`src/inc/stm_pkg.sv`:
```
// Package for the split-capable timer: constants, encodings and carrier types.
// Assumes a single peripheral clock; all control bits arrive as plain ports.
package stm_pkg;
    localparam int CNT_W = 16;
    localparam int BYTE_W = 8;
    localparam int NUM_CMP = 3;
    localparam logic [15:0] CNT_RESET = 16'h0000;
    localparam logic [15:0] PER_RESET = 16'hFFFF;
    localparam logic [15:0] BOTTOM = 16'h0000;
    localparam logic [7:0] BOTTOM8 = 8'h00;
    localparam logic [9:0] PRESCALE_RESET = 10'h000;
    // Flag bit positions.
    localparam int FLAG_OVF = 0;
    localparam int FLAG_HIGH_UNDERFLOW = 1;
    localparam int FLAG_COMPARE_ZERO = 4;
    localparam int FLAG_W = 8;

    typedef enum logic [2:0]
    {
        STM_DIV1 = 3'h0,
        STM_DIV2 = 3'h1,
        STM_DIV4 = 3'h2,
        STM_DIV8 = 3'h3,
        STM_DIV16 = 3'h4,
        STM_DIV64 = 3'h5,
        STM_DIV256 = 3'h6,
        STM_DIV1024 = 3'h7
    } stm_prescale_t;

    typedef enum logic [2:0]
    {
        STM_EV_POSEDGE = 3'h0,
        STM_EV_ANYEDGE = 3'h1,
        STM_EV_HIGH = 3'h2,
        STM_EV_DIR = 3'h3
    } stm_event_action_select_t;

    typedef enum logic [2:0]
    {
        STM_WG_NORMAL = 3'h0,
        STM_WG_FRQ = 3'h1,
        STM_WG_SINGLE_SLOPE_PWM = 3'h3,
        STM_WG_DSTOP = 3'h5
    } stm_waveform_mode_select_t;

    // Event outputs, one-cycle pulses.
    typedef struct packed
    {
        logic overflow_or_low_underflow_event;
        logic high_underflow;
        logic [2:0] cmp;
    } stm_events_t;

    // Control configuration.
    typedef struct packed
    {
        logic enable;
        stm_prescale_t prescale_select;
        logic split_mode_enable;
        stm_waveform_mode_select_t waveform_mode_select;
        stm_event_action_select_t event_action_select;
        logic count_on_event_enable;
        logic dir_down;
    } stm_ctrl_t;
endpackage

```
`src/stm_timer.sv`:
```
// Timer core with normal and split operation, events and interrupt flags.
// Assumes event input comes from another domain and is synchronised here;
// software writes arrive as strobes on the peripheral clock.
`timescale 1ns/1ns
module stm_timer
(
    // Clock and reset
    input wire logic CLK,
    input wire logic NRST,
    // Control
    input wire stm_pkg::stm_ctrl_t CTRL,
    input wire logic [7:0] INT_ENABLE,
    input wire logic [7:0] FLAG_CLEAR,
    input wire logic IDLE_SLEEP,
    // Counter, period and compare writes
    input wire logic [1:0] CNT_WE,
    input wire logic [15:0] CNT_WDATA,
    input wire logic [1:0] PER_WE,
    input wire logic [15:0] PER_WDATA,
    input wire logic [2:0][1:0] CMP_WE,
    input wire logic [15:0] CMP_WDATA,
    // Event input
    input wire logic EVENT_IN,
    // Status
    output logic [15:0] CNT,
    output logic [15:0] PER,
    output logic [2:0][15:0] CMP,
    output logic [7:0] INTERRUPT_FLAG,
    output logic IRQ,
    output stm_pkg::stm_events_t EVENTS,
    output logic [5:0] WAVE_OUT
);
    logic ev_meta;
    logic ev_sync;
    logic ev_prev;
    logic [9:0] prescale_cnt;
    logic tick;
    logic ev_pos;
    logic ev_any;
    logic count_ok;
    logic dir_down;
    logic split;
    logic [15:0] next_cnt;
    logic ovf_cond;
    logic high_underflow_cond;
    logic [2:0] cmp_cond;
    logic [9:0] div_mask;
    logic low_bottom;
    logic high_bottom;

    assign split = CTRL.split_mode_enable;

    // The first stage is read only by the second; the second also feeds edge detection, level gating and direction.
    always_ff @(posedge CLK or negedge NRST)
    begin
        if (!NRST)
        begin
            ev_meta <= 1'b0;
            ev_sync <= 1'b0;
            ev_prev <= 1'b0;
        end
        else
        begin
            ev_meta <= EVENT_IN;
            ev_sync <= ev_meta;
            ev_prev <= ev_sync;
        end
    end

    assign ev_pos = ev_sync && !ev_prev;
    assign ev_any = ev_sync ^ ev_prev;

    always_comb
    begin
        unique case (CTRL.prescale_select)
            stm_pkg::STM_DIV1: div_mask = 10'h000;
            stm_pkg::STM_DIV2: div_mask = 10'h001;
            stm_pkg::STM_DIV4: div_mask = 10'h003;
            stm_pkg::STM_DIV8: div_mask = 10'h007;
            stm_pkg::STM_DIV16: div_mask = 10'h00F;
            stm_pkg::STM_DIV64: div_mask = 10'h03F;
            stm_pkg::STM_DIV256: div_mask = 10'h0FF;
            stm_pkg::STM_DIV1024: div_mask = 10'h3FF;
        endcase
    end

    // Sleep never gates the prescaler: the timer keeps running through idle sleep.
    always_ff @(posedge CLK or negedge NRST)
    begin
        if (!NRST)
            prescale_cnt <= stm_pkg::PRESCALE_RESET;
        else if (!CTRL.enable)
            prescale_cnt <= stm_pkg::PRESCALE_RESET;
        else
            prescale_cnt <= prescale_cnt + 10'h001;
    end

    assign tick = CTRL.enable && ((prescale_cnt & div_mask) == div_mask);

    // Event gating: ignored entirely in split mode.
    always_comb
    begin
        count_ok = tick;
        dir_down = CTRL.dir_down;
        if (!split && CTRL.count_on_event_enable)
        begin
            unique case (CTRL.event_action_select)
                stm_pkg::STM_EV_POSEDGE: count_ok = tick && ev_pos;
                stm_pkg::STM_EV_ANYEDGE: count_ok = tick && ev_any;
                stm_pkg::STM_EV_HIGH: count_ok = tick && ev_sync;
                stm_pkg::STM_EV_DIR: dir_down = ev_sync;
                default: count_ok = tick;
            endcase
        end
    end

    assign low_bottom = CNT[7:0] == stm_pkg::BOTTOM8;
    assign high_bottom = CNT[15:8] == stm_pkg::BOTTOM8;

    // Counter next value. Buffers are not modelled, so split mode has none to use.
    always_comb
    begin
        next_cnt = CNT;
        ovf_cond = 1'b0;
        high_underflow_cond = 1'b0;
        if (split)
        begin
            if (tick)
            begin
                next_cnt[7:0] = low_bottom ? PER[7:0] : CNT[7:0] - 8'h01;
                next_cnt[15:8] = high_bottom ? PER[15:8] : CNT[15:8] - 8'h01;
                ovf_cond = low_bottom;
                high_underflow_cond = high_bottom;
            end
        end
        else if (count_ok)
        begin
            if (dir_down)
            begin
                next_cnt = (CNT == stm_pkg::BOTTOM) ? PER : CNT - 16'h0001;
                ovf_cond = CNT == stm_pkg::BOTTOM;
            end
            else
            begin
                next_cnt = (CNT >= PER) ? stm_pkg::BOTTOM : CNT + 16'h0001;
                ovf_cond = CNT >= PER;
            end
        end
    end

    // Compare conditions: only the low timer in split mode.
    always_comb
    begin
        for (int i = 0; i < stm_pkg::NUM_CMP; i++)
        begin
            if (split)
                cmp_cond[i] = tick && (CNT[7:0] == CMP[i][7:0]);
            else
                cmp_cond[i] = count_ok && (CNT == CMP[i]);
        end
    end

    // Byte writes land directly; the mode bit never rewrites stored values.
    always_ff @(posedge CLK or negedge NRST)
    begin
        if (!NRST)
            CNT <= stm_pkg::CNT_RESET;
        else
        begin
            CNT[7:0] <= CNT_WE[0] ? CNT_WDATA[7:0] : next_cnt[7:0];
            CNT[15:8] <= CNT_WE[1] ? CNT_WDATA[15:8] : next_cnt[15:8];
        end
    end

    always_ff @(posedge CLK or negedge NRST)
    begin
        if (!NRST)
            PER <= stm_pkg::PER_RESET;
        else
        begin
            if (PER_WE[0])
                PER[7:0] <= PER_WDATA[7:0];
            if (PER_WE[1])
                PER[15:8] <= PER_WDATA[15:8];
        end
    end

    always_ff @(posedge CLK or negedge NRST)
    begin
        if (!NRST)
            CMP <= '0;
        else
        begin
            for (int i = 0; i < stm_pkg::NUM_CMP; i++)
            begin
                if (CMP_WE[i][0])
                    CMP[i][7:0] <= CMP_WDATA[7:0];
                if (CMP_WE[i][1])
                    CMP[i][15:8] <= CMP_WDATA[15:8];
            end
        end
    end

    // Flags: a set in the same cycle as its clear wins.
    always_ff @(posedge CLK or negedge NRST)
    begin
        if (!NRST)
            INTERRUPT_FLAG <= 8'h00;
        else
        begin
            INTERRUPT_FLAG <= INTERRUPT_FLAG & ~FLAG_CLEAR;
            if (ovf_cond)
                INTERRUPT_FLAG[stm_pkg::FLAG_OVF] <= 1'b1;
            if (high_underflow_cond)
                INTERRUPT_FLAG[stm_pkg::FLAG_HIGH_UNDERFLOW] <= 1'b1;
            for (int i = 0; i < stm_pkg::NUM_CMP; i++)
            begin
                if (cmp_cond[i])
                    INTERRUPT_FLAG[stm_pkg::FLAG_COMPARE_ZERO + i] <= 1'b1;
            end
        end
    end

    assign IRQ = |(INTERRUPT_FLAG & INT_ENABLE);

    // Events share the flag conditions exactly, registered to one-cycle pulses.
    always_ff @(posedge CLK or negedge NRST)
    begin
        if (!NRST)
            EVENTS <= '0;
        else
        begin
            EVENTS.overflow_or_low_underflow_event <= ovf_cond;
            EVENTS.high_underflow <= high_underflow_cond && split;
            EVENTS.cmp <= cmp_cond;
        end
    end

    // Single-slope PWM: high from bottom, low once the counter reaches compare.
    always_ff @(posedge CLK or negedge NRST)
    begin
        if (!NRST)
            WAVE_OUT <= 6'h00;
        else
        begin
            for (int i = 0; i < stm_pkg::NUM_CMP; i++)
            begin
                if (split)
                begin
                    WAVE_OUT[i] <= CNT[7:0] < CMP[i][7:0];
                    WAVE_OUT[i + stm_pkg::NUM_CMP] <= CNT[15:8] < CMP[i][15:8];
                end
                else
                begin
                    WAVE_OUT[i] <= (CTRL.waveform_mode_select == stm_pkg::STM_WG_SINGLE_SLOPE_PWM)
                        && (CNT < CMP[i]);
                    WAVE_OUT[i + stm_pkg::NUM_CMP] <= 1'b0;
                end
            end
        end
    end

    property p_high_underflow_split_only;
        @(posedge CLK) disable iff (!NRST) !split |=> !EVENTS.high_underflow;
    endproperty
    a_high_underflow_split_only: assert property (p_high_underflow_split_only) else $error("high_underflow outside split");

    property p_event_flag;
        @(posedge CLK) disable iff (!NRST)
            ovf_cond |=> EVENTS.overflow_or_low_underflow_event && INTERRUPT_FLAG[stm_pkg::FLAG_OVF];
    endproperty
    a_event_flag: assert property (p_event_flag) else $error("event and flag differ");

    property p_pulse;
        @(posedge CLK) disable iff (!NRST) EVENTS.overflow_or_low_underflow_event && !ovf_cond |=> !EVENTS.overflow_or_low_underflow_event;
    endproperty
    a_pulse: assert property (p_pulse) else $error("event not one cycle");

    property p_irq;
        @(posedge CLK) disable iff (!NRST)
            INTERRUPT_FLAG[stm_pkg::FLAG_COMPARE_ZERO] && INT_ENABLE[stm_pkg::FLAG_COMPARE_ZERO] |-> IRQ;
    endproperty
    a_irq: assert property (p_irq) else $error("irq missing");

    property p_reload;
        @(posedge CLK) disable iff (!NRST)
            split && tick && low_bottom && !CNT_WE[0] |=> CNT[7:0] == $past(PER[7:0]);
    endproperty
    a_reload: assert property (p_reload) else $error("low reload wrong");

    property p_down;
        @(posedge CLK) disable iff (!NRST)
            split && tick && !high_bottom && !CNT_WE[1] |=> CNT[15:8] == $past(CNT[15:8]) - 8'h01;
    endproperty
    a_down: assert property (p_down) else $error("high not counting down");

    property p_high_underflow;
        @(posedge CLK) disable iff (!NRST)
            split && tick && high_bottom |=> INTERRUPT_FLAG[stm_pkg::FLAG_HIGH_UNDERFLOW] && EVENTS.high_underflow;
    endproperty
    a_high_underflow: assert property (p_high_underflow) else $error("high_underflow not raised");

    property p_no_event_split;
        @(posedge CLK) disable iff (!NRST) split |-> count_ok == tick;
    endproperty
    a_no_event_split: assert property (p_no_event_split) else $error("event used in split");

    property p_gate;
        @(posedge CLK) disable iff (!NRST)
            !split && !CTRL.count_on_event_enable |-> count_ok == tick;
    endproperty
    a_gate: assert property (p_gate) else $error("event gated while disabled");

    property p_low_underflow;
        @(posedge CLK) disable iff (!NRST)
            split && tick && low_bottom |=> INTERRUPT_FLAG[stm_pkg::FLAG_OVF] && EVENTS.overflow_or_low_underflow_event;
    endproperty
    a_low_underflow: assert property (p_low_underflow) else $error("low underflow not raised");

    property p_low_cmp;
        @(posedge CLK) disable iff (!NRST)
            split && tick && CNT[7:0] == CMP[0][7:0]
            |=> EVENTS.cmp[0] && INTERRUPT_FLAG[stm_pkg::FLAG_COMPARE_ZERO];
    endproperty
    a_low_cmp: assert property (p_low_cmp) else $error("low compare not raised");

    property p_hcmp;
        @(posedge CLK) disable iff (!NRST)
            split && !(tick && CNT[7:0] == CMP[0][7:0]) && !INTERRUPT_FLAG[stm_pkg::FLAG_COMPARE_ZERO]
            |=> !INTERRUPT_FLAG[stm_pkg::FLAG_COMPARE_ZERO];
    endproperty
    a_hcmp: assert property (p_hcmp) else $error("high compare flagged");

    property p_dir;
        @(posedge CLK) disable iff (!NRST)
            !split && CTRL.count_on_event_enable && CTRL.event_action_select == stm_pkg::STM_EV_DIR
            && count_ok && ev_sync && CNT != stm_pkg::BOTTOM && CNT_WE == 2'h0
            |=> CNT == $past(CNT) - 16'h0001;
    endproperty
    a_dir: assert property (p_dir) else $error("direction event ignored");

    property p_idle;
        @(posedge CLK) disable iff (!NRST)
            IDLE_SLEEP && CTRL.enable |=> prescale_cnt == $past(prescale_cnt) + 10'h001;
    endproperty
    a_idle: assert property (p_idle) else $error("prescaler stalled in idle");
endmodule // stm_timer

```
`config.mk`:
```
export PLATFORM = sky130hd
export DESIGN_NAME = stm_timer
export DESIGN_NICKNAME = d
export VERILOG_FILES = /design/src/inc/stm_pkg.sv /design/src/stm_timer.sv
export SDC_FILE = /design/constraint.sdc
export NUM_CORES = 1
export LEC_CHECK = 0
export ABC_AREA = 1
export BUFFER_PORTS_ARGS = -buffer_cell sky130_fd_sc_hd__buf_2
export CAP_MARGIN = 0
export CORE_MARGIN = 2
export CORE_UTILIZATION = 47
export CTS_BUF_LIST = sky130_fd_sc_hd__clkbuf_16
export DETAILED_ROUTE_END_ITERATION = 16
export GPL_TIMING_DRIVEN = 0
export PLACE_DENSITY = 0.68
export SYNTH_ARGS = -nofsm -noshare
export SYNTH_HDL_FRONTEND = slang
export SYNTH_SLANG_ARGS = --single-unit
```
`constraint.sdc`:
```
create_clock -name CLK -period 2.33 [get_ports CLK]
set_input_delay 0.466 -clock CLK [delete_from_list [all_inputs] [get_ports CLK]]
set_output_delay 0.466 -clock CLK [all_outputs]
set_load 0.05 [all_outputs]
```
## Word level (Yosys, flattened, before mapping)

Memories as Yosys holds them, arrays and structs flattened.
Cells that the tools add are included.

- Register bits after elaboration: 112
- ROM bits: 80
- Bits of input ports: 91
- Memories kept: 1

Memory list:

| memory | words | bits a word | rd ports | clocked after Yosys merged registers in | write ports | line | text |
|---|---|---|---|---|---|---|---|
| (no name shown) | 8 | 10 | 1 | 0 | 0 | stm_timer.sv:75 | `unique case (CTRL.prescale_select)` |

- Add/subtract/negate cells: 5
- Order comparisons: 10
- Equality and inequality tests: 13
- Mux-type cells: 35
- Bitwise gates (word level): 5
- Reduce and logical (&&, ||, !) cells: 27

Operators with widths:

| kind | number |
|---|---|
| two-way mux 16 bit | 6 |
| == test 16 bit | 3 |
| < comparator 16 bit | 3 |
| < comparator 8 bit | 6 |
| two-way mux 8 bit | 4 |
| == test 8 bit | 3 |
| two-way mux 1 bit | 23 |
| adder 16 x 1 -> 16 bit, second input constant | 1 |
| AND 8 bit | 2 |
| greater-or-equal comparator 16 bit | 1 |
| logical AND 1 bit | 16 |
| zero test 16 bit | 1 |
| zero test 8 bit | 2 |
| subtractor 16 x 1 -> 16 bit, second input constant | 1 |
| subtractor 8 x 1 -> 8 bit, second input constant | 2 |
| adder 10 x 1 -> 10 bit, second input constant | 1 |
| AND 10 bit | 1 |
| == test 10 bit | 1 |
| two-way mux 10 bit | 1 |
| == test 3 x 2 -> 1 bit, second input constant | 3 |
| NOT 8 bit | 1 |
| OR reduction 8 bit | 1 |
| inequality test 3 x 1 -> 1 bit, second input constant | 2 |
| nonzero test 3 bit | 2 |
| 6 further kinds | 8 |

## Logic depth before layout (Yosys ltp)

Gate-level depths: netlist (run 1).
An unclocked memory read counts as a cell.

- Depth after elaboration: 10
- Depth in mapped cells: 17
- Depth with buffers taken out: 16

## Least setup slack after synthesis (run 1)

OpenSTA, ideal clock, no wires.

- Kind: flip-flop to flip-flop
- Start point: register CNT[8]
- End point: register CNT[14]
- Arrival: 2304 ps
- Setup slack: -93 ps
- Cell stages (with the launch flop): 16
- Buffers on the path: 1
- Cells stage by stage: dfrtp_1 -> inv_1 -> ha_1 -> nand2_2 -> nor2_8 -> nand2_4 -> clkinv_4 -> nand2_4 -> buf_6 -> nand3_1 -> nand2_1 -> nand2_1 -> nand2_1 -> nand3_1 -> nand2_1 -> nand2_1

- Word-level cells in the longest chain between the ends: 6

Ends and longest elaborated chain:

| what | line | text |
|---|---|---|
| from (decl) | stm_timer.sv:25 | `output logic [15:0] CNT,` |
| from (signal assigned) | stm_timer.sv:167 | `CNT <= stm_pkg::CNT_RESET;` |
| from (signal assigned) | stm_timer.sv:171 | `CNT[15:8] <= CNT_WE[1] ? CNT_WDATA[15:8] : next_cnt[15:8];` |
| adder 16 x 1 -> 16 bit, or another cell as far along | stm_timer.sv:145 | `next_cnt = (CNT >= PER) ? stm_pkg::BOTTOM : CNT + 16'h0001;` |
| two-way mux 16 bit, on equally long branches | stm_timer.sv:145, stm_timer.sv:140 |  |
| two-way mux 16 bit | stm_timer.sv:138 | `if (dir_down)` |
| two-way mux 16 bit | stm_timer.sv:136 | `else if (count_ok)` |
| two-way mux 16 bit * | stm_timer.sv:126 | `if (split)` |
| two-way mux 8 bit * | stm_timer.sv:171 |  |

Mark *: on every way between the ends. The rest lies on a longest branch, timed or not. The select of a mux whose other input is x is not followed.
A chain may end at the register's enable or synchronous reset.

## Worst setup path after layout (run 1)

- Start point: register CNT[0]
- End point: register CNT[4]

- Word-level cells in the longest chain between the ends: 6

Ends and longest elaborated chain:

| what | line | text |
|---|---|---|
| from (signal assigned) | stm_timer.sv:167 |  |
| from (signal assigned) | stm_timer.sv:170 | `CNT[7:0] <= CNT_WE[0] ? CNT_WDATA[7:0] : next_cnt[7:0];` |
| adder 16 x 1 -> 16 bit, or another cell as far along | stm_timer.sv:145 |  |
| two-way mux 16 bit, on equally long branches | stm_timer.sv:145, stm_timer.sv:140 |  |
| two-way mux 16 bit | stm_timer.sv:138 |  |
| two-way mux 16 bit | stm_timer.sv:136 |  |
| two-way mux 16 bit * | stm_timer.sv:126 |  |
| two-way mux 8 bit * | stm_timer.sv:170 |  |

Marked as above.

==> metrics.txt, run 1 <==
outcome complete, no violations; Syn Nets 1,232; Die Width about 130 um; H-tree Lvls 3; grt ovf 0; Total Nets Final 1,446; Initial DRT Pass Iterations 8; CP Max Fanout 10; complex-gate fraction of the synthesized area 12.5%; asr flop ratio synth 100%; initial DRC count 626; worst min path class in2async; multiplexer area fraction after synthesis 0.707%; Synth area leaders dfrtp_1 (31%), nand2_1 (14%), ha_1 (12%); Leakage 5.23 nW; Clock transition at path regs 0.08 ns; clock buffer depth 2; CP startpoint kind flip-flop; area leader, netlist dfrtp_1; Post-Syn Instances about 1,100; Yosys cell types 42; Max Cap Violations 0; # hold bufs at CTS 0; residual DRC count 0; setup tns final 0 ns; RSZ-0062 raised after global routing false; Final Core Density 57.9%; Synth top area share 30.8%; clock latency on the worst-skew pair 0.37 ns; CTS root buf clkbuf_16; Ports roughly 190; Syn Std Cell Area ~0.0078 sq mm; CTS tree built; most frequent cell after synthesis nand2_1; P&R area growth vs syn 21.9%; crit path buf inv count 3; diode count 0; worst relative slew slack between 50 and 60%; worst reg2reg endpoint CNT[4]; HPWL after DPL 17,800 um; actual slew at the worst max-slew pin 0.637 ns; largest net degree at the start of global routing 75; Syn Area/Cell 7.30 sq um; Critical Path Max Stage Delay about 0.46 ns; Worst Reg-to-Reg Cells 13; Synth Area in Simple Gates 26.9%; final RePlAce weighted congestion 0.923; Hold Fails Final Rpt 0; Post-synth top flop dfrtp_1; max-slew violation count 0; antenna-violating nets left 0; global-route wire length before repair approximately 36,000 um; Clock Skew approximately 0.01 ns; Final period util 94.5%; Initial Util between 40% and 50%; Crit Reg-Reg Startpoint CNT[0]; Post-synth EDFFs 0; most common library cells after synthesis nand2_1 (282), inv_1 (152), o21ai_0 (103), dfrtp_1 (96), nor2_1 (91); Pwr Total ~6.6 mW; main combinational cell family by area after synthesis simple AND/OR/NAND/NOR gates; Placeable Area between 0.015 and 0.02 sq mm; instance count on the critical path 13; DIE HEIGHT 133 um; Routed WL per cell 15.3 um; Adder-Cell Fraction of Synth Area roughly an eighth; Final setup viols 0; routed wire length about 23,000 um; R2R Setup Slk roughly 0.13 ns; XOR/XNOR share of the synthesized area 2.14%; CP cell instances clkinvlp_4, buf_4, ha_1, nand4_2, buf_2, nor2_1, a21oi_1, o21ai_0, nand2_1, nand2_1, nand2_1, nand2_1, o21ai_1; Vias 7,851; number of global-route vias before repair 7,203; Top cell by count, worst path nand2_1; Via density 5.21; register area share after synthesis 36.2%; Critical Path Sink Type flip-flop; Yosys warnings 0; Crit path required time 2.58 ns; CTS Sinks ~110; number of cell rows between 40 and 50; die area about 0.018 sq mm; Crit path max-delay family simple AND/OR/NAND/NOR gates; number of fill cells in the layout approximately 1,600; PortBufs 189; Worst path slowest cell dfrtp_2; Num CTS Buffers 9; initial antenna violation count 0; Setup CP Type reg2reg; Fmax achieved around 450 MHz; Hold WS about 0.0012 ns; Synth Register Bits 112; arrival time worst endpoint approximately 2.5 ns; GRT Util Overall around 26%; Cell Pwr Density 695 mW/mm^2; layout cells sized above 1 22.9%; Final min period 2.20 ns; Peak supply drop roughly 500 uV
## placed cells by master (no fill, tap or decap), types with 2 or more instances in the layout
| master | count |
|---|---|
| nand4_1 | 14 |
| o21ai_1 | 6 |
| clkinvlp_4 | 2 |
| inv_2 | 6 |
| dfrtp_1 | 90 |
| nor2_4 | 5 |
| clkinv_4 | 2 |
| buf_6 | 4 |
| dfrtp_2 | 4 |
| nand2_1 | 280 |
| nand2_2 | 3 |
| nor2_1 | 91 |
| nor2_8 | 2 |
| xnor2_1 | 2 |
| buf_4 | 13 |
| nand2_4 | 4 |
| buf_2 | 199 |
| o22ai_1 | 5 |
| nor3_1 | 12 |
| nand3b_1 | 8 |
| a221oi_1 | 2 |
| a31oi_1 | 6 |
| ha_1 | 73 |
| xor2_1 | 17 |
| mux2_2 | 4 |
| dfstp_2 | 16 |
| inv_8 | 2 |
| clkinv_2 | 2 |
| nand3_1 | 53 |
| o21ai_0 | 103 |
| clkbuf_16 | 9 |
| inv_1 | 150 |
| o211ai_1 | 5 |
| nor2_2 | 7 |
| nor4_1 | 2 |
| dfrtp_4 | 2 |
| a21oi_1 | 53 |
| clkbuf_1 | 12 |
## cell families after synthesis
| kind of cell | Yosys count |
|---|---|
| compound gates | 184 |
| xor+xnor | 19 |
| fa+ha+maj | 74 |
| buf+inv | 189 |
| flops | 112 |
| mux | 5 |
| simple gates | 484 |
## sequential cells by signal, indices dropped and copies added, names as in the netlist
register and flops:
CNT 16, EVENTS 5, CMP 48, WAVE_OUT 6, PER 16, prescale_cnt 10, ev_sync 1, ev_prev 1
INTERRUPT_FLAG 8, ev_meta 1
## repair_timing
item                                    4_1_cts  5_1_grt
pin swaps                                     0        2
gates cloned                                  0        1
setup buffers                                 2       10
endpoints found under the setup margin       18       16
hold endpoints to repair                      0        0
resized for setup                             8       11
## through the flow
step           instances  worst slack, ns  instance area (sq um)
2_1_floorplan       1067           0.0829                   7790
3_3_place_gp        1476           -0.792                   9010
3_5_place_dp        1477           -0.241                   9050
4_1_cts             1495          0.00148                   9390
5_1_grt             1506          0.00628                   9500
6_report            1506            0.129                   9500
## layout make-up
type	instances	area, sq um	area share (%)
sequential	112	2840	29.8
timing repair buffer	202	1070	11.3
clock inverter	7	78.8	0.830
multi-input combinational	767	4240	44.6
inverter	161	621	6.53
clock buffer	9	225	2.37
tap	220	275	2.90
buffer	28	156	1.65
## worst reg2reg max path, stage by stage, from the launching register on
cell and delay, ns:
dfrtp_2 0.46, clkinvlp_4 0.11, buf_4 0.20, ha_1 0.18, nand4_2 0.24, buf_2 0.26
nor2_1 0.18, a21oi_1 0.09, o21ai_0 0.09, nand2_1 0.07, nand2_1 0.06, nand2_1 0.05
nand2_1 0.05, o21ai_1 0.06
## report_power, final
part | leakage [nW] | internal (mW) | total (mW) | switching [mW]
clock network | 0.151 | 0.852 | 1.66 | 0.805
registers | 1.36 | 2.14 | 2.38 | 0.243
logic | 3.71 | 0.795 | 2.57 | 1.77
## per-layer routing
| metal | GRT usage, % | routed length (um) | up-vias |
|---|---|---|---|
| met1 | 35.6 | 10300 | 3643 |
| met4 | 8.36 | 507 | 0 |
| met2 | 42.8 | 10700 | 300 |
| met5 | 0 | 0 | - |
| met3 | 3.26 | 1440 | 38 |
| li1 | - | - | 3870 |
## worst max path at each step
| stage | startpoint | to | slack (ns) |
|---|---|---|---|
| finish | CNT[0] | CNT[4] | 0.13 |
| global route | CNT[0] | CNT[4] | 0.006 |
| CTS | CNT[8] | CNT[14] | 0.001 |
| detailed placement | CNT[8] | CNT[12] | -0.24 |
| global placement | NRST | CNT[8] | -0.79 |
| floorplan | CNT[0] | CNT[3] | 0.08 |
(Power assumes the default switching activity.)
==> run 2, diff against run 1 <==
--- a/config.mk
+++ b/config.mk
@@ -12,7 +12,6 @@
 export CORE_UTILIZATION = 47
 export CTS_BUF_LIST = sky130_fd_sc_hd__clkbuf_16
 export DETAILED_ROUTE_END_ITERATION = 16
-export GPL_TIMING_DRIVEN = 0
 export PLACE_DENSITY = 0.68
 export SYNTH_ARGS = -nofsm -noshare
 export SYNTH_HDL_FRONTEND = slang
==> metrics.txt, run 2 (synthesis gave the netlist of run 1 again) <==
Worst Reg-to-Reg Cells 12; Die Width 133 um; H-tree Lvls 3; Vias 7,763; PortBufs 189; commonest non-fill, non-tap cell in the layout nand2_1; Final setup viols 0; grt ovf 0; Fmax achieved 459 MHz; max reg flops 48; worst relative slew slack between 50% and 60%; crit path buf inv count 1; Leakage 5.25 nW; global-route wire length before repair about 36,000 um; initial DRC count 625; worst reg2reg endpoint CNT[15]; Final min period 2.18 ns; P&R area growth vs syn 21.7%; largest net degree at the start of global routing 46; instance count on the critical path 12; final RePlAce weighted congestion 0.895; CP cell instances inv_1, ha_4, a21o_1, nor2_1, nand2_4, nor2_4, nand4_1, nand2_1, nand2_1, nand2_1, nand2_1, nand2_1; Initial Util 47.5%; initial antenna violation count 0; Pwr Total 6.53 mW; Clock Skew between 0.01 and 0.015 ns; Ports approximately 190; Critical Path End CNT[15]; Max Cap Violations 0; Critical Path Sink Type flip-flop; Worst path slowest cell dfstp_2; Top cell by count, worst path nand2_1; largest reg by FF count CMP; die area 0.0176 sq mm; Num CTS Buffers 9; Routed WL per cell around 15 um; # hold bufs at CTS 0; actual slew at the worst max-slew pin 0.618 ns; max-slew violation count 0; Crit path required time 2.63 ns; routed wire length 22,700 um; Peak supply drop 353 uV; DIE HEIGHT approximately 130 um; Total Nets Final 1,441; CP Max Fanout 8; GRT Util Overall 25.6%; clock buffer depth 2; outcome complete, no violations; Largest regs CMP: 48 flops, CNT: 16 flops, PER: 16 flops; antenna-violating nets left 0; R2R Setup Slk 0.15 ns; number of global-route vias before repair 7,342; HPWL after DPL 17,600 um; Via density 5.17; number of fill cells in the layout between 1,500 and 2,000; CTS Sinks 112; Clock transition at path regs 0.09 ns; CTS root buf clkbuf_16; clock latency on the worst-skew pair 0.37 ns; Placeable Area 0.0164 sq mm; Crit Reg-Reg Startpoint PER[15]; CTS tree built; setup tns final 0 ns; most frequent cells in the layout nand2_1 (281), buf_2 (188), inv_1 (153); Cell Pwr Density 689 mW/mm^2; Hold Fails Final Rpt 0; Final period util 93.6%; CP startpoint kind flip-flop; Crit path max-delay family simple AND/OR/NAND/NOR gates; number of cell rows 47; Setup crit start PER[15]; setup bufs post-CTS 0; residual DRC count 0; diode count 0; Critical Path Max Stage Delay 0.53 ns; RSZ-0062 raised after global routing false; arrival time worst endpoint 2.48 ns; worst min path class in2async; layout cells sized above 1 23.0%; Initial DRT Pass Iterations 6; Setup CP Type reg2reg
[run 2: how the worst min path moves through the flow]
stage,from,endpoint,slack (ns),cells past startpoint
floorplan,NRST,CMP[0],0.17,0
global placement,ev_meta,ev_sync,0.33,0
detailed placement,ev_meta,ev_sync,0.34,0
CTS,NRST,CNT[0],0.12,1
global route,NRST,CNT[0],0.15,1
finish,NRST,CNT[0],0.11,1
[run 2: layer usage]
metal  wire (um)  share of wire [%]  track usage [%]  vias to the layer above
li1            -                  -                -                     3861
met1       10400                 46             34.6                     3601
met2       10600                 47             42.4                      264
met3        1240                5.5             3.33                       37
met4         503                2.2             8.84                        0
met5           0                  0                0                        -
[run 2: per-stage QoR]
stage	hold WS, ns	utilization [%]	cell area (sq um)	setup WS [ns]	instances
floorplan	0.170	-	7790	0.0829	1067
global placement	0.335	55.7	9150	0.170	1483
detailed placement	0.340	55.7	9150	0.148	1483
CTS	0.122	57.5	9440	0.134	1499
global route	0.151	57.8	9480	0.0172	1501
finish	0.115	57.8	9480	0.149	1501
[run 2: power by group]
group / internal (mW) / total, mW / switching [mW] / leakage (nW)
registers: 2.13 / 2.31 / 0.176 / 1.37
clock network: 0.753 / 1.56 / 0.809 / 0.143
logic: 0.822 / 2.66 / 1.84 / 3.73
[run 2: cell type report]
type,count,area [sq um],share of cell area [%]
tap,220,275,2.90
clock buffer,9,225,2.38
sequential,112,2820,29.8
multi-input combinational,768,4250,44.9
timing repair buffer,224,1230,12.9
inverter,161,612,6.45
clock inverter,7,65.1,0.686
[run 2: repair_timing]
action,CTS,global route
resized for setup,0,4
setup endpoints to repair,0,5
hold endpoints to repair,0,0
[run 2: worst reg2reg max path: cells and delay by family (launching register included)]
kind / cells / cell delay, ns
adders and majority gates: 1 / 0.25
and+or+nand+nor: 9 / 1.05
DFF: 1 / 0.53
buffers and inverters: 1 / 0.11
AOI/OAI and AO/OA: 1 / 0.17
==> run 3, diff against run 2 <==
--- a/config.mk
+++ b/config.mk
@@ -5,14 +5,13 @@
 export SDC_FILE = /design/constraint.sdc
 export NUM_CORES = 1
 export LEC_CHECK = 0
-export ABC_AREA = 1
 export BUFFER_PORTS_ARGS = -buffer_cell sky130_fd_sc_hd__buf_2
 export CAP_MARGIN = 0
 export CORE_MARGIN = 2
 export CORE_UTILIZATION = 47
 export CTS_BUF_LIST = sky130_fd_sc_hd__clkbuf_16
 export DETAILED_ROUTE_END_ITERATION = 16
-export PLACE_DENSITY = 0.68
+export PLACE_DENSITY = 0.83
 export SYNTH_ARGS = -nofsm -noshare
 export SYNTH_HDL_FRONTEND = slang
 export SYNTH_SLANG_ARGS = --single-unit
==> metrics.txt, run 3 <==
CP startpoint kind flip-flop; largest net degree at the start of global routing 48; max reg flops 48; final RePlAce weighted congestion 0.956; Fmax achieved approximately 400 MHz; Yosys cell types 67; Syn Std Cell Area 0.00741 sq mm; max-slew violation count 0; number of fill cells in the layout ~1,300; Post-Syn Instances roughly 860; Post-synth EDFFs 0; Ports roughly 190; most frequent cells in the layout buf_2 (190), nand2_1 (110), buf_4 (97); Worst path slowest cell or4b_4; diode count 0; Cell Pwr Density 635 mW/mm^2; area leader, netlist dfrtp_1; Post-synth top flop dfrtp_1; grt ovf 0; CTS root buf clkbuf_16; residual DRC count 0; worst min path class in2async; most frequent cell after synthesis nand2_1; Routed WL per cell 16.8 um; Largest regs CMP: 48 flops, CNT: 16 flops, PER: 16 flops; number of cell rows 45; Final period util 108%; Hold WS ~0.034 ns; arrival time worst endpoint 2.81 ns; Hold Fails Final Rpt 0; CTS tree built; H-tree Lvls 3; asr flop ratio synth 100%; routed wire length 22,500 um; register area share after synthesis 38.1%; antenna-violating nets left 0; Crit path required time 2.63 ns; final worst slack -0.182 ns; clock latency on the worst-skew pair 0.37 ns; # hold bufs at CTS 0; outcome finished, violations left; Synth Register Bits 112; Clock transition at path regs 0.08 ns; Syn Nets around 1,000; initial antenna violation count 0; DIE HEIGHT roughly 130 um; actual slew at the worst max-slew pin about 0.7 ns; Total Nets Final 1,286; clock buffer depth 2; Clock Skew 0.00776 ns; Final setup viols 17; worst relative slew slack between 50% and 60%; Top cell by count, worst path or4b_4; global-route wire length before repair 35,600 um; number of global-route vias before repair between 7,000 and 8,000; Synth top area share 32.4%; Num CTS Buffers 9; Via density 5.54; Leakage 4.90 nW; Placeable Area 0.0153 sq mm; Critical Path Max Stage Delay 0.64 ns; Initial Util 48.4%; Critical Path Sink Type flip-flop; layout cells sized above 1 35.3%; commonest non-fill, non-tap cell in the layout buf_2; Final min period 2.51 ns; Max Cap Violations 0; CTS Sinks 112; Syn Area/Cell 8.65 sq um; PortBufs approximately 190; area taken by multi-input logic gates approximately 0.0043 sq mm; failing checks setup timing; P&R area growth vs syn 32.1%; die area about 0.017 sq mm; Setup CP Type reg2reg; Vias about 7,400; Synth area leaders dfrtp_1 (32%), ha_1 (13%), o21ai_0 (6.6%); initial DRC count 666; CP cell instances inv_4, ha_4, or4b_4, or4b_4, o31a_1, a221o_1, o211ai_2, nand3_1, nand2_1; GRT Util Overall 27.0%; Initial DRT Pass Iterations 5; register area roughly 0.0028 sq mm; Peak supply drop 345 uV; CP Max Fanout 6; Die Width roughly 130 um; largest reg by FF count CMP; RSZ-0062 raised after global routing true; Yosys warnings 0; most common library cells after synthesis nand2_1 (111), o21ai_0 (98), dfrtp_1 (96), inv_1 (85), ha_1 (74); HPWL after DPL 16,800 um; Pwr Total 6.22 mW
[run 3: where the power goes]
part | internal (mW) | switching, mW
registers | 2.12 | 0.109
clock network | 0.748 | 0.792
logic | 0.882 | 1.57
[run 3: layer usage]
metal | routed length, um | global-route usage [%]
met1 | 9250 | 34.3
met4 | 928 | 13.1
met3 | 1480 | 3.92
met2 | 10800 | 45.4
met5 | 0 | 0
[run 3: worst paths after layout]
check	endpoint	cells after the start	startpoint	slack, ns
worst max register to register	CNT[15]	9	CNT[8]	-0.18
max in group asynchronous	PER[11]	2	NRST	1.63
worst min-delay path	prescale_cnt[4]	1	NRST	0.03
worst max-delay path	CNT[15]	9	CNT[8]	-0.18
worst min register to register	ev_sync	0	ev_meta	0.35
min in group CLK	ev_meta	1	EVENT_IN	0.21
[run 3: layout make-up]
type	instances	area share, %
inverter	85	3.29
timing repair buffer	294	18.1
clock buffer	9	2.30
clock inverter	7	0.665
tap	211	2.70
sequential	112	28.9
multi-input combinational	619	44.0
[run 3: cell families after synthesis]
group / after synthesis / synth area share, %
AND/OR/NAND/NOR: 270 / 17.7
buffers and inverters: 127 / 7.70
XOR/XNOR: 28 / 3.31
multiplexers: 6 / 0.895
adder cells (fa/ha/maj): 74 / 12.5
flip-flops: 112 / 38.1
AO/OA/AOI/OAI: 239 / 19.8
[run 3: worst max-delay path, delay by kind of cell (launching register included)]
kind | cells | cell delay, ns
compound gates | 3 | 0.53
fa+ha+maj | 1 | 0.14
flops | 1 | 0.43
buf+inv | 1 | 0.07
simple gates | 4 | 1.30
[run 3: metrics by stage]
step	setup TNS, ns	cells	instance area, sq um	utilization (%)	worst slack, ns
after detailed placement	-3.82	1312	9170	59.9	-0.293
final	-1.86	1337	9790	63.9	-0.182
after global placement	-2.93	1312	9170	59.9	-0.236
after floorplan	-7.94	856	7460	-	-0.544
after global routing	-3.25	1337	9790	63.9	-0.248
after CTS	-1.38	1336	9700	63.3	-0.179
[run 3: what timing repair did]
action                                  in CTS  in global routing
pin swaps                                   20                 15
buffers inserted                             5                  1
endpoints found under the setup margin      19                 23
gates cloned                                 4                  0
resized for setup                           42                 22
